`config.mk`:
```
export PLATFORM = sky130hd
export DESIGN_NAME = ntec_ctrl
export DESIGN_NICKNAME = d
export VERILOG_FILES = /design/src/core/ntec_pkg.sv /design/src/core/ntec_ctrl.sv
export SDC_FILE = /design/constraint.sdc
export NUM_CORES = 1
export LEC_CHECK = 0
export BUFFER_PORTS_ARGS = -buffer_cell sky130_fd_sc_hd__buf_2
export CAP_MARGIN = 10
export CORE_UTILIZATION = 45
export DETAILED_ROUTE_END_ITERATION = 12
export PLACE_DENSITY = 0.81
export SLEW_MARGIN = 20
export SYNTH_ARGS = -nofsm -noshare
export SYNTH_HDL_FRONTEND = slang
export SYNTH_SLANG_ARGS = --single-unit
```
`constraint.sdc`:
```
create_clock -name sys_clk -period 1.9 [get_ports sys_clk]
set_input_delay 0.19 -clock sys_clk [delete_from_list [all_inputs] [get_ports sys_clk]]
set_output_delay 0.19 -clock sys_clk [all_outputs]
set_load 0.005 [all_outputs]
```
`src/core/ntec_pkg.sv`:
```
package ntec_pkg;

  // ==========================================================================
  // register map (byte addresses on the serial configuration port)
  // ==========================================================================
  localparam logic [14:0] TX_EN_ADDR     = 15'h02f9;
  localparam logic [14:0] OSC_CTRL_ADDR  = 15'h0300;
  localparam logic [14:0] PHASE_MODE_ADDR = 15'h0301;
  localparam logic [14:0] SYNC_CFG_ADDR  = 15'h0302;

  // reset values
  localparam logic [7:0] TX_EN_RST      = 8'h03;
  localparam logic [7:0] OSC_CTRL_RST   = 8'h00;
  localparam logic [7:0] PHASE_MODE_RST = 8'h00;
  localparam logic [7:0] SYNC_CFG_RST   = 8'h00;

  // field positions
  localparam int CHAN_A_BIT      = 0;
  localparam int CHAN_B_BIT      = 1;
  localparam int MIXER_EN_BIT    = 0;
  localparam int SYNTH_EN_BIT    = 1;
  localparam int SELF_COH_BIT    = 2;
  localparam int FAST_RECFG_BIT  = 7;
  localparam int NUM_OSC         = 4;
  // top bit of the sync source field, which starts at bit zero
  localparam int SYNC_SRC_MSB    = 1;

  // writable masks; reserved bits are stored as plain r/w bits
  localparam logic [7:0] TX_EN_MASK = 8'hff;

  // sync source codes
  localparam logic [1:0] SYNC_SRC_IMMEDIATE = 2'h0;
  localparam logic [1:0] SYNC_SRC_SYSREF    = 2'h1;

  // config port request
  typedef struct packed {
    logic        wr;
    logic        rd;
    logic [14:0] addr;
    logic [7:0]  wdata;
  } ntec_req_type;

  // decoded controls going to the upconverter datapath
  typedef struct packed {
    logic                  fast_reconfig_enable;
    logic                  self_coherent_select;
    logic                  synthesis_mode_enable;
    logic                  mixer_enable;
    logic [NUM_OSC-1:0]    phase_mode_field;
    logic [NUM_OSC-1:0]    use_chan0_ref;
    logic [NUM_OSC-1:0]    reseed_on_change;
  } ntec_osc_type;

endpackage

```
`src/core/ntec_ctrl.sv`:
```
`timescale 1ns/1ps
// Contract
// - register bit 1 drives converter B enable
// - register bit 0 drives converter A enable
// - bit 7 hands oscillator control to fast path
// - bit 2 makes phase-coherent oscillators (phase-mode bit clear) use ref 0
// - reference sharing only affects phase-coherent oscillators
// - bit 1 selects direct synthesis once datapath on
// - bit 0 enables mixing with oscillator output
// - set phase-mode bit keeps accumulator on change
// - clear phase-mode bit reseeds accumulator from counter
// - coherent mode restores phase after frequency return
// - source select 0 uses pin, 1 uses register
// - immediate sync fires pending events in one cycle
// - sysref sync defers events to next sysref edge
module ntec_ctrl (
  // clock and reset
  input  wire logic                   sys_clk,
  input  wire logic                   rst_b,
  // serial configuration port, already deserialised
  input  wire ntec_pkg::ntec_req_type req,
  output logic [7:0]                  rdata,
  output logic                        rvalid,
  // enable-source selects from the selection register
  input  wire logic                   chan_a_enable_source_sel,
  input  wire logic                   chan_b_enable_source_sel,
  // external transmit enable pins
  input  wire logic                   chan_a_enable_pin,
  input  wire logic                   chan_b_enable_pin,
  // datapath status and sync trigger
  input  wire logic                   datapath_enable,
  input  wire logic                   sync_trigger,
  input  wire logic                   sysref,
  // outputs to the upconverter datapath
  output logic                        converter_a_tx_en,
  output logic                        converter_b_tx_en,
  output logic                        synthesis_active,
  output ntec_pkg::ntec_osc_type      osc_cfg,
  output logic                        osc_event,
  output logic                        sync_pending
);

  // ==========================================================================
  // elaboration checks
  // ==========================================================================
  // the phase-mode field and its masks share one byte register, so more
  // than eight oscillators cannot be served by this layout
  if (ntec_pkg::NUM_OSC < 1 || ntec_pkg::NUM_OSC > 8) begin : g_bad_osc_count
    $error("oscillator count must lie between 1 and 8");
  end
  // the sync decode compares two-bit source codes
  if (ntec_pkg::SYNC_SRC_MSB != 1) begin : g_bad_sync_field
    $error("sync source field must be two bits wide");
  end

  // ==========================================================================
  // reset release
  // ==========================================================================
  logic rst_meta_reg;
  logic rst_sync_reg;

  // async assert, sync release through two flops; only the second flop feeds
  // the rest of the block, so a release close to an edge never splits state
  // between flops that leave reset one cycle apart
  always_ff @(posedge sys_clk or negedge rst_b) begin
    if (!rst_b) begin
      rst_meta_reg <= 1'b0;
      rst_sync_reg <= 1'b0;
    end else begin
      rst_meta_reg <= 1'b1;
      rst_sync_reg <= rst_meta_reg;
    end
  end

  // ==========================================================================
  // register file
  // ==========================================================================
  logic [7:0] tx_en_reg;
  logic [7:0] osc_ctrl_reg;
  logic [7:0] phase_mode_reg;
  logic [7:0] sync_cfg_reg;

  wire hit_tx    = (req.addr == ntec_pkg::TX_EN_ADDR);
  wire hit_osc   = (req.addr == ntec_pkg::OSC_CTRL_ADDR);
  wire hit_phase = (req.addr == ntec_pkg::PHASE_MODE_ADDR);
  wire hit_sync  = (req.addr == ntec_pkg::SYNC_CFG_ADDR);

  // writes store all eight bits, reserved ones included, so software reads
  // back exactly what it wrote; software keeps the datapath off while
  // touching oscillator fields, the block does not police it
  always_ff @(posedge sys_clk or negedge rst_sync_reg) begin
    if (!rst_sync_reg) begin
      tx_en_reg      <= ntec_pkg::TX_EN_RST;
      osc_ctrl_reg   <= ntec_pkg::OSC_CTRL_RST;
      phase_mode_reg <= ntec_pkg::PHASE_MODE_RST;
      sync_cfg_reg   <= ntec_pkg::SYNC_CFG_RST;
    end else if (req.wr) begin
      if (hit_tx) tx_en_reg <= req.wdata & ntec_pkg::TX_EN_MASK;
      if (hit_osc) osc_ctrl_reg <= req.wdata;
      if (hit_phase) phase_mode_reg <= req.wdata;
      if (hit_sync) sync_cfg_reg <= req.wdata;
    end
  end

  // read mux; unmapped addresses read zero rather than aliasing a neighbour,
  // which keeps a mistyped address visible to software
  logic [7:0] rd_mux;
  assign rd_mux = hit_tx    ? tx_en_reg :
                  hit_osc   ? osc_ctrl_reg :
                  hit_phase ? phase_mode_reg :
                  hit_sync  ? sync_cfg_reg : 8'h00;

  // rdata holds the last read so the host may collect it late; rvalid marks
  // the one cycle in which fresh data arrives
  always_ff @(posedge sys_clk or negedge rst_sync_reg) begin
    if (!rst_sync_reg) begin
      rdata  <= 8'h00;
      rvalid <= 1'b0;
    end else begin
      rdata  <= req.rd ? rd_mux : rdata;
      rvalid <= req.rd;
    end
  end

  // ==========================================================================
  // transmit enables
  // ==========================================================================
  // both bits are honoured independently; equal values are software's job
  // pins and selects are sampled every edge with no debounce of their own
  logic tx_a_next;
  logic tx_b_next;
  assign tx_a_next = chan_a_enable_source_sel ? tx_en_reg[ntec_pkg::CHAN_A_BIT]
                                              : chan_a_enable_pin;
  assign tx_b_next = chan_b_enable_source_sel ? tx_en_reg[ntec_pkg::CHAN_B_BIT]
                                              : chan_b_enable_pin;

  // registered enables: one cycle of latency buys glitch-free levels at the
  // converters while a select changes between pin and register bit
  always_ff @(posedge sys_clk or negedge rst_sync_reg) begin
    if (!rst_sync_reg) begin
      converter_a_tx_en <= 1'b0;
      converter_b_tx_en <= 1'b0;
    end else begin
      converter_a_tx_en <= tx_a_next;
      converter_b_tx_en <= tx_b_next;
    end
  end

  // ==========================================================================
  // oscillator control decode
  // ==========================================================================
  // pure decode of the stored bytes; the datapath sees it one cycle later
  // only the low bits of the phase-mode byte carry meaning
  ntec_pkg::ntec_osc_type osc_next;
  logic [ntec_pkg::NUM_OSC-1:0] cont_bits;
  logic                         sc_bit;
  assign cont_bits = phase_mode_reg[ntec_pkg::NUM_OSC-1:0];
  assign sc_bit    = osc_ctrl_reg[ntec_pkg::SELF_COH_BIT];

  assign osc_next.fast_reconfig_enable  = osc_ctrl_reg[ntec_pkg::FAST_RECFG_BIT];
  assign osc_next.self_coherent_select  = sc_bit;
  assign osc_next.synthesis_mode_enable = osc_ctrl_reg[ntec_pkg::SYNTH_EN_BIT];
  assign osc_next.mixer_enable          = osc_ctrl_reg[ntec_pkg::MIXER_EN_BIT];
  assign osc_next.phase_mode_field      = cont_bits;
  // coherent oscillators reseed from the main counter, which keeps the
  // phase trajectory fixed across a hop and back
  assign osc_next.reseed_on_change      = ~cont_bits;
  // shared reference only for coherent ones; continuous ones never reseed
  assign osc_next.use_chan0_ref         = {ntec_pkg::NUM_OSC{sc_bit}} & ~cont_bits;

  // registered so every field reaches the datapath in the same cycle; a write
  // while the datapath runs can still upset the oscillators, hence the host rule
  always_ff @(posedge sys_clk or negedge rst_sync_reg) begin
    if (!rst_sync_reg) begin
      osc_cfg          <= '0;
      synthesis_active <= 1'b0;
    end else begin
      osc_cfg          <= osc_next;
      synthesis_active <= osc_next.synthesis_mode_enable & datapath_enable;
    end
  end

  // ==========================================================================
  // sync event generation (serial-port path only)
  // ==========================================================================
  // edge detectors start low, matching the idle level of both inputs, so no
  // false edge follows reset
  logic sysref_d_reg;
  logic trig_d_reg;
  logic pend_reg;
  wire  sysref_rise = sysref & ~sysref_d_reg;
  wire  trig_rise   = sync_trigger & ~trig_d_reg;
  // the fast path owns the events when enabled, so both sources go quiet then
  wire  fr_off      = ~osc_ctrl_reg[ntec_pkg::FAST_RECFG_BIT];
  wire  [1:0] sync_src = sync_cfg_reg[ntec_pkg::SYNC_SRC_MSB:0];
  // codes 2 and 3 are not served: they raise no event at all
  wire  src_imm     = fr_off & (sync_src == ntec_pkg::SYNC_SRC_IMMEDIATE);
  wire  src_sref    = fr_off & (sync_src == ntec_pkg::SYNC_SRC_SYSREF);
  // a trigger rising with sysref waits for the following edge
  wire  fire_sref   = pend_reg & sysref_rise;
  logic pend_next;
  assign pend_next = (src_sref & trig_rise) | (pend_reg & ~sysref_rise & src_sref);

  // all pending events leave as one pulse in a single cycle
  always_ff @(posedge sys_clk or negedge rst_sync_reg) begin
    if (!rst_sync_reg) begin
      sysref_d_reg <= 1'b0;
      trig_d_reg   <= 1'b0;
      pend_reg     <= 1'b0;
      osc_event    <= 1'b0;
    end else begin
      sysref_d_reg <= sysref;
      trig_d_reg   <= sync_trigger;
      pend_reg     <= pend_next;
      osc_event    <= (src_imm & trig_rise) | (src_sref & fire_sref);
    end
  end

  // exported so software can see a sync that still waits for sysref
  assign sync_pending = pend_reg;

endmodule // ntec_ctrl

```
==> summary.txt, run 1 <==
Final layout
  • Multi-input gate area: between 900 and 1000 sq um
  • Design area: between 3000 and 4000 sq um
  • Synth-to-Final Area Change: 26.21%
  • Largest register by flop count: osc_cfg
  • FILL cells: around 450
  • Post-route core utilization: 0.6006
  • Reg area: between 1500 and 2000 sq um
  • Number of flip-flops in the largest register: 16
  • # diodes: 0
  • Non-Filler Instances: 350
  • Layout Nets: a little over 300
  • Share of cells above drive strength 1: 0.4964
  • Commonest cells after routing, fill and taps aside: dfrtp_1 (63), buf_2 (63), mux2_2 (34)

STA
  • Final Hold Vio Count: 0
  • Final number of setup-violating endpoints: 0
  • Fin. max-slew vios: 0
  • RSZ-0062 raised after global routing: false
  • Skew final: a little under 0.008 ns
  • Setup TNS: 0 ns
  • Tmin final: 1.676 ns
  • Fin crit share: 0.8822
  • Max Freq: between 0.5 and 0.6 GHz
  • Worst slew pin tran: 0.5277 ns
  • Worst relative slew slack: 0.6482

Setup path
  • Crit Path Category: in -> reg
  • Worst R2R Start: osc_ctrl_reg[2]
  • Worst Setup Start Kind: primary input
  • CP arrival: roughly 1.9 ns
  • Critical path fanouts, max: 8
  • Worst reg2reg path depth: 4
  • R2r setup slk: between 0.7 and 0.8 ns
  • Worst Setup SP: req[12]
  • Critical-path cell list: buf_2 > or4b_4 > nor4_4 > buf_4 > nand4b_4 > mux2_2
  • Crit path max-delay family: simple AND/OR/NAND/NOR gates
  • CP bufs+invs: 2
  • Worst Setup End Kind: flip-flop
  • RR Endpoint: rdata[2]
  • Slowest-stage cell, CP: or4b_4
  • Data required time of the critical path: around 2.1 ns
  • CP peak stage delay: 0.55 ns

Die
  • Die Height: a little under 80 um
  • Chip Width: a little under 80 um
  • Ports: between 60 and 70
  • Die ar.: around 6200 sq um
  • Initial core utilization: 0.4759
  • Rows: 27
  • Core area: between 5000 and 6000 sq um

Status
  • Outcome: finished, final reports clean

CTS
  • Reg clk slew, reported paths: ~0.07 ns
  • Post-CTS setup buffer count: 0
  • Clock Sinks: between 60 and 70
  • CTS tree: yes
  • H-tree Lvls: 3
  • Clock root buffer master: clkbuf_8
  • CTS Buf Count: 9
  • Clock Path Buffers: 2
  • Worst skew pair latency: 0.34 ns

Place
  • DP Area: 3153 sq um
  • RD Place Congestion: between 0.7 and 0.8
  • Post-DP HPWL: between 3000 and 4000 um
  • DP Cell Count: approximately 330
  • Port bufs: 63

Synth
  • Async set-reset flop share out of synthesis: 1.000
  • #FFs+latches synth: 66
  • Distinct cells, synth: 33
  • Seq/Total Area, Yosys: 0.6198
  • Mean post-synth cell area: roughly 14 sq um
  • Most used DFF post-synth: dfrtp_1
  • Synthesized area: 2669 sq um
  • Synth Instances: 189
  • EDFF count, synth: 0
  • Number of warnings issued by yosys: 0
  • Mapped Nets: 223

Power
  • Pwr/cell area: 803.8 nW/um^2
  • Worst vdd ir: 0.5217 mV
  • P_leak: roughly 1.7 nW

Global routing
  • Total grt overflow: 0
  • First-pass GRT wire length: between 8000 and 9000 um
  • Vias in the first global route: between 1500 and 2000
  • Total GRT Usage: 0.1960
  • Initial antenna violation count: 0
  • Largest net degree at the start of global routing: 32

Route
  • Total wire length: roughly 5500 um
  • Via-per-instance ratio: approximately 5.2
  • DRC viols: 0
  • Wire per inst: about 16 um
  • Final antenna-violating net count: 0
  • Pre-antenna DRT Iters: 4
  • Iter 0 DRT Violations: roughly 130
  • Total number of vias: approximately 1800

Run
  • Max cap viols: 0

Hold path
  • Hold Path End: synthesis_active
  • Worst Hold Launch: datapath_enable
  • Worst hold path class: in -> reg
  • WHS Path Cells: 2
[power breakdown]
group / internal, W / switching [W]
combinational: 0.0000748 / 0.0000837
sequential: 0.00143 / 0.0000180
clock: 0.000596 / 0.000509
[timing repair]
action                                 CTS  global route
hold buffers                             3             0
endpoints found under the hold margin    4             0
gates resized for setup                  0             0
[synthesized netlist by cell type, types with 3 or more instances]
cell type   n  area share
a22oi_1     7       0.020
nor4_2      3       0.014
mux2_2     34        0.14
dfrtp_1    64        0.60
inv_1      12       0.017
a31oi_1     6       0.014
nor2_1     10       0.014
or4bb_1     3       0.013
nand2b_1    3      0.0070
nor2b_1     6       0.014
a21boi_1    6       0.017
a211oi_1    8       0.023
[final cells by class]
type / instances / area share
clock buffers: 10 / 0.03789
flip-flops and latches: 66 / 0.4915
repair buffers: 77 / 0.1308
well taps: 72 / 0.02675
clock inverters: 6 / 0.01709
multi-input cells: 107 / 0.2827
inverters: 12 / 0.01337
[kinds of logic after synthesis]
group,Yosys count,share of synthesized area
AND/OR/NAND/NOR,39,0.1214
buffers and inverters,16,0.02344
other,1,0.001405
AO/OA/AOI/OAI,32,0.08674
multiplexers,35,0.1472
flip-flops,66,0.6198
[through the flow]
stage	setup slack, ns	hold WS, ns	total power [W]
2_1_floorplan	0.03019	-0.1056	0.001534
3_3_place_gp	-0.1047	-0.02534	0.001621
3_5_place_dp	-0.1199	-0.02253	0.001625
4_1_cts	0.2474	0.04526	0.002744
5_1_grt	0.1862	0.05432	0.002834
6_report	0.2238	0.06138	0.002707
[worst max-delay path by stage]
stage / cells after the start / to / slack (ns)
finish: 6 / phase_mode_reg[0] / 0.22
global route: 5 / tx_en_reg[2] / 0.19
CTS: 6 / phase_mode_reg[0] / 0.25
detailed placement: 6 / sync_cfg_reg[1] / -0.12
global placement: 5 / tx_en_reg[3] / -0.10
floorplan: 4 / osc_ctrl_reg[0] / 0.03
[routing by layer]
layer,global-route usage,up-vias,share of wire
met5,0,-,0
met4,0.06182,0,0.013
met3,0.07701,7,0.061
met2,0.3216,66,0.50
met1,0.2363,882,0.42
li1,-,858,-
Power figures use the tool's default switching activity.
==> run 2: changes to the inputs <==
--- a/config.mk
+++ b/config.mk
@@ -10,6 +10,7 @@
 export CORE_UTILIZATION = 45
 export DETAILED_ROUTE_END_ITERATION = 12
 export PLACE_DENSITY = 0.81
+export REMOVE_ABC_BUFFERS = 1
 export SLEW_MARGIN = 20
 export SYNTH_ARGS = -nofsm -noshare
 export SYNTH_HDL_FRONTEND = slang
==> run 2 against run 1 <==
  * Sequential power about the same
  * Clock skew down 0.0025 ns
  * Worst hold slack worse by 0.0018 ns
  * Clock-buffer cell count down 1
  * First-iteration DRC count down 30%
  * Worst setup slack worse by 0.028 ns
  * Non-clock buffer count unchanged
  * Via count up 0.77%
  * Largest cell class unchanged
  * Highest routed layer unchanged
==> summary.txt, run 2 (same netlist as run 1, synthesis figures left out) <==
Status
  • Outcome: finished, final reports clean

Route
  • Final antenna-violating net count: 0
  • Iter 0 DRT Violations: a little under 90
  • Total wire length: 5342 um
  • Via-per-instance ratio: between 5 and 6
  • DRC viols: 0
  • Wire per inst: between 15 and 20 um
  • Total number of vias: between 1500 and 2000
  • Pre-antenna DRT Iters: 4

Die
  • Die ar.: about 6200 sq um
  • Core area: 5608 sq um
  • Chip Width: between 70 and 80 um
  • Ports: 64
  • Rows: 27
  • Initial core utilization: 0.4759
  • Die Height: approximately 79 um

STA
  • WHS: about 0.06 ns
  • Setup TNS: 0 ns
  • Worst setup margin: 0.1959 ns
  • Final Hold Vio Count: 0
  • Final number of setup-violating endpoints: 0
  • Max Freq: 0.5868 GHz
  • Tmin final: ~1.7 ns
  • Fin. max-slew vios: 0
  • RSZ-0062 raised after global routing: false
  • Skew final: around 0.0053 ns
  • Fin crit share: 0.8969

Setup path
  • Worst Setup Start Kind: primary input
  • CP peak stage delay: ~0.64 ns
  • Critical-path cell list: buf_2 > or4_1 > nor4_4 > buf_4 > nand3_2 > mux2_2
  • CP bufs+invs: 2
  • Worst Setup End Kind: flip-flop
  • Data required time of the critical path: between 2 and 2.5 ns
  • CP arrival: between 1.5 and 2 ns
  • Slowest-stage cell, CP: or4_1
  • Number of cells on the critical path: 6
  • Worst reg2reg path depth: 4
  • Crit path max-delay family: simple AND/OR/NAND/NOR gates
  • Critical path fanouts, max: 8
  • Crit Path Category: in -> reg

Global routing
  • Total GRT Usage: 0.1919
  • Vias in the first global route: around 1900
  • Largest net degree at the start of global routing: 46
  • Total grt overflow: 0
  • First-pass GRT wire length: approximately 8900 um
  • Initial antenna violation count: 0

CTS
  • H-tree Lvls: 3
  • Worst skew pair latency: roughly 0.34 ns
  • Clock Sinks: 66
  • Clock root buffer master: clkbuf_8
  • Reg clk slew, reported paths: approximately 0.070 ns
  • CTS Buf Count: 9
  • Clock Path Buffers: 2
  • CTS tree: yes

Power
  • P_leak: around 1.7 nW
  • Worst vdd ir: 0.4753 mV
  • Pwr/cell area: just over 800 nW/um^2
  • Total Power Consumption: around 0.0027 W

Hold path
  • Worst hold path class: in -> reg
  • WHS Path Cells: 2

Final layout
  • Synth-to-Final Area Change: 26.54%
  • Share of cells above drive strength 1: 0.5000
  • Number of flip-flops in the largest register: 16
  • FILL cells: 465
  • # diodes: 0
  • Largest register by flop count: osc_cfg
  • Non-Filler Instances: 350
  • Commonest cells after routing, fill and taps aside: dfrtp_1 (63), buf_2 (63), mux2_2 (34)
  • Layout Nets: approximately 310

Place
  • RD Place Congestion: 0.7743
  • Post-DP HPWL: 3729 um
  • DP Cell Count: between 300 and 400
  • Port bufs: 63
  • DP Worst Slack: -0.1634 ns

Run
  • Max cap viols: 0
## run 2: cell types whose count changed in the layout (fill, tap and decap cells not counted)
cell      delta
clkbuf_1     -1
clkinv_2     -1
clkinv_4     +2
## run 2: per-layer routing
metal / GRT usage / up-vias / share of wire
met5: 0 / - / 0
met4: 0.06909 / 0 / 0.0056
met3: 0.06667 / 4 / 0.059
met2: 0.3103 / 67 / 0.50
met1: 0.2378 / 897 / 0.44
li1: - / 859 / -
## run 2: report_power, final
part / total, W / switching (W) / internal (W) / leakage [nW]
sequential: 0.00144 / 0.0000173 / 0.00143 / 0.867
clock: 0.00114 / 0.000540 / 0.000602 / 0.0990
combinational: 0.000159 / 0.0000826 / 0.0000762 / 0.732
## run 2: final cells by class
cell class	count	area, sq um	share of cell area
sequential	66	1655	0.4902
timing repair buffer	77	440.4	0.1304
clock buffer	9	123.9	0.03668
multi-input combinational	107	952.2	0.2820
clock inverter	7	70.07	0.02075
tap	72	90.09	0.02668
inverter	12	45.04	0.01334
## run 2: per-stage QoR
step	instance area, sq um	util
2_1_floorplan	2651	-
3_3_place_gp	3153	0.5622
3_5_place_dp	3153	0.5622
4_1_cts	3377	0.6022
5_1_grt	3377	0.6022
6_report	3377	0.6022
## run 2: final timing paths
check	start	endpoint	slack, ns
setup reg to reg	osc_ctrl_reg[2]	rdata[2]	0.69
hold reg to reg	rst_sync_reg	rdata[2]	0.23
max in group asynchronous	rst_sync_reg	tx_en_reg[1]	1.04
hold / removal	datapath_enable	synthesis_active	0.06
min in group asynchronous	rst_b	rst_sync_reg	0.15
setup / recovery	req[21]	sync_cfg_reg[7]	0.20
## run 2: repair_timing
item                                    CTS  global route
hold buffers                              3             0
resized for setup                         0             0
setup buffers                             0             0
endpoints found under the setup margin    0             0
hold endpoints to repair                  4             0
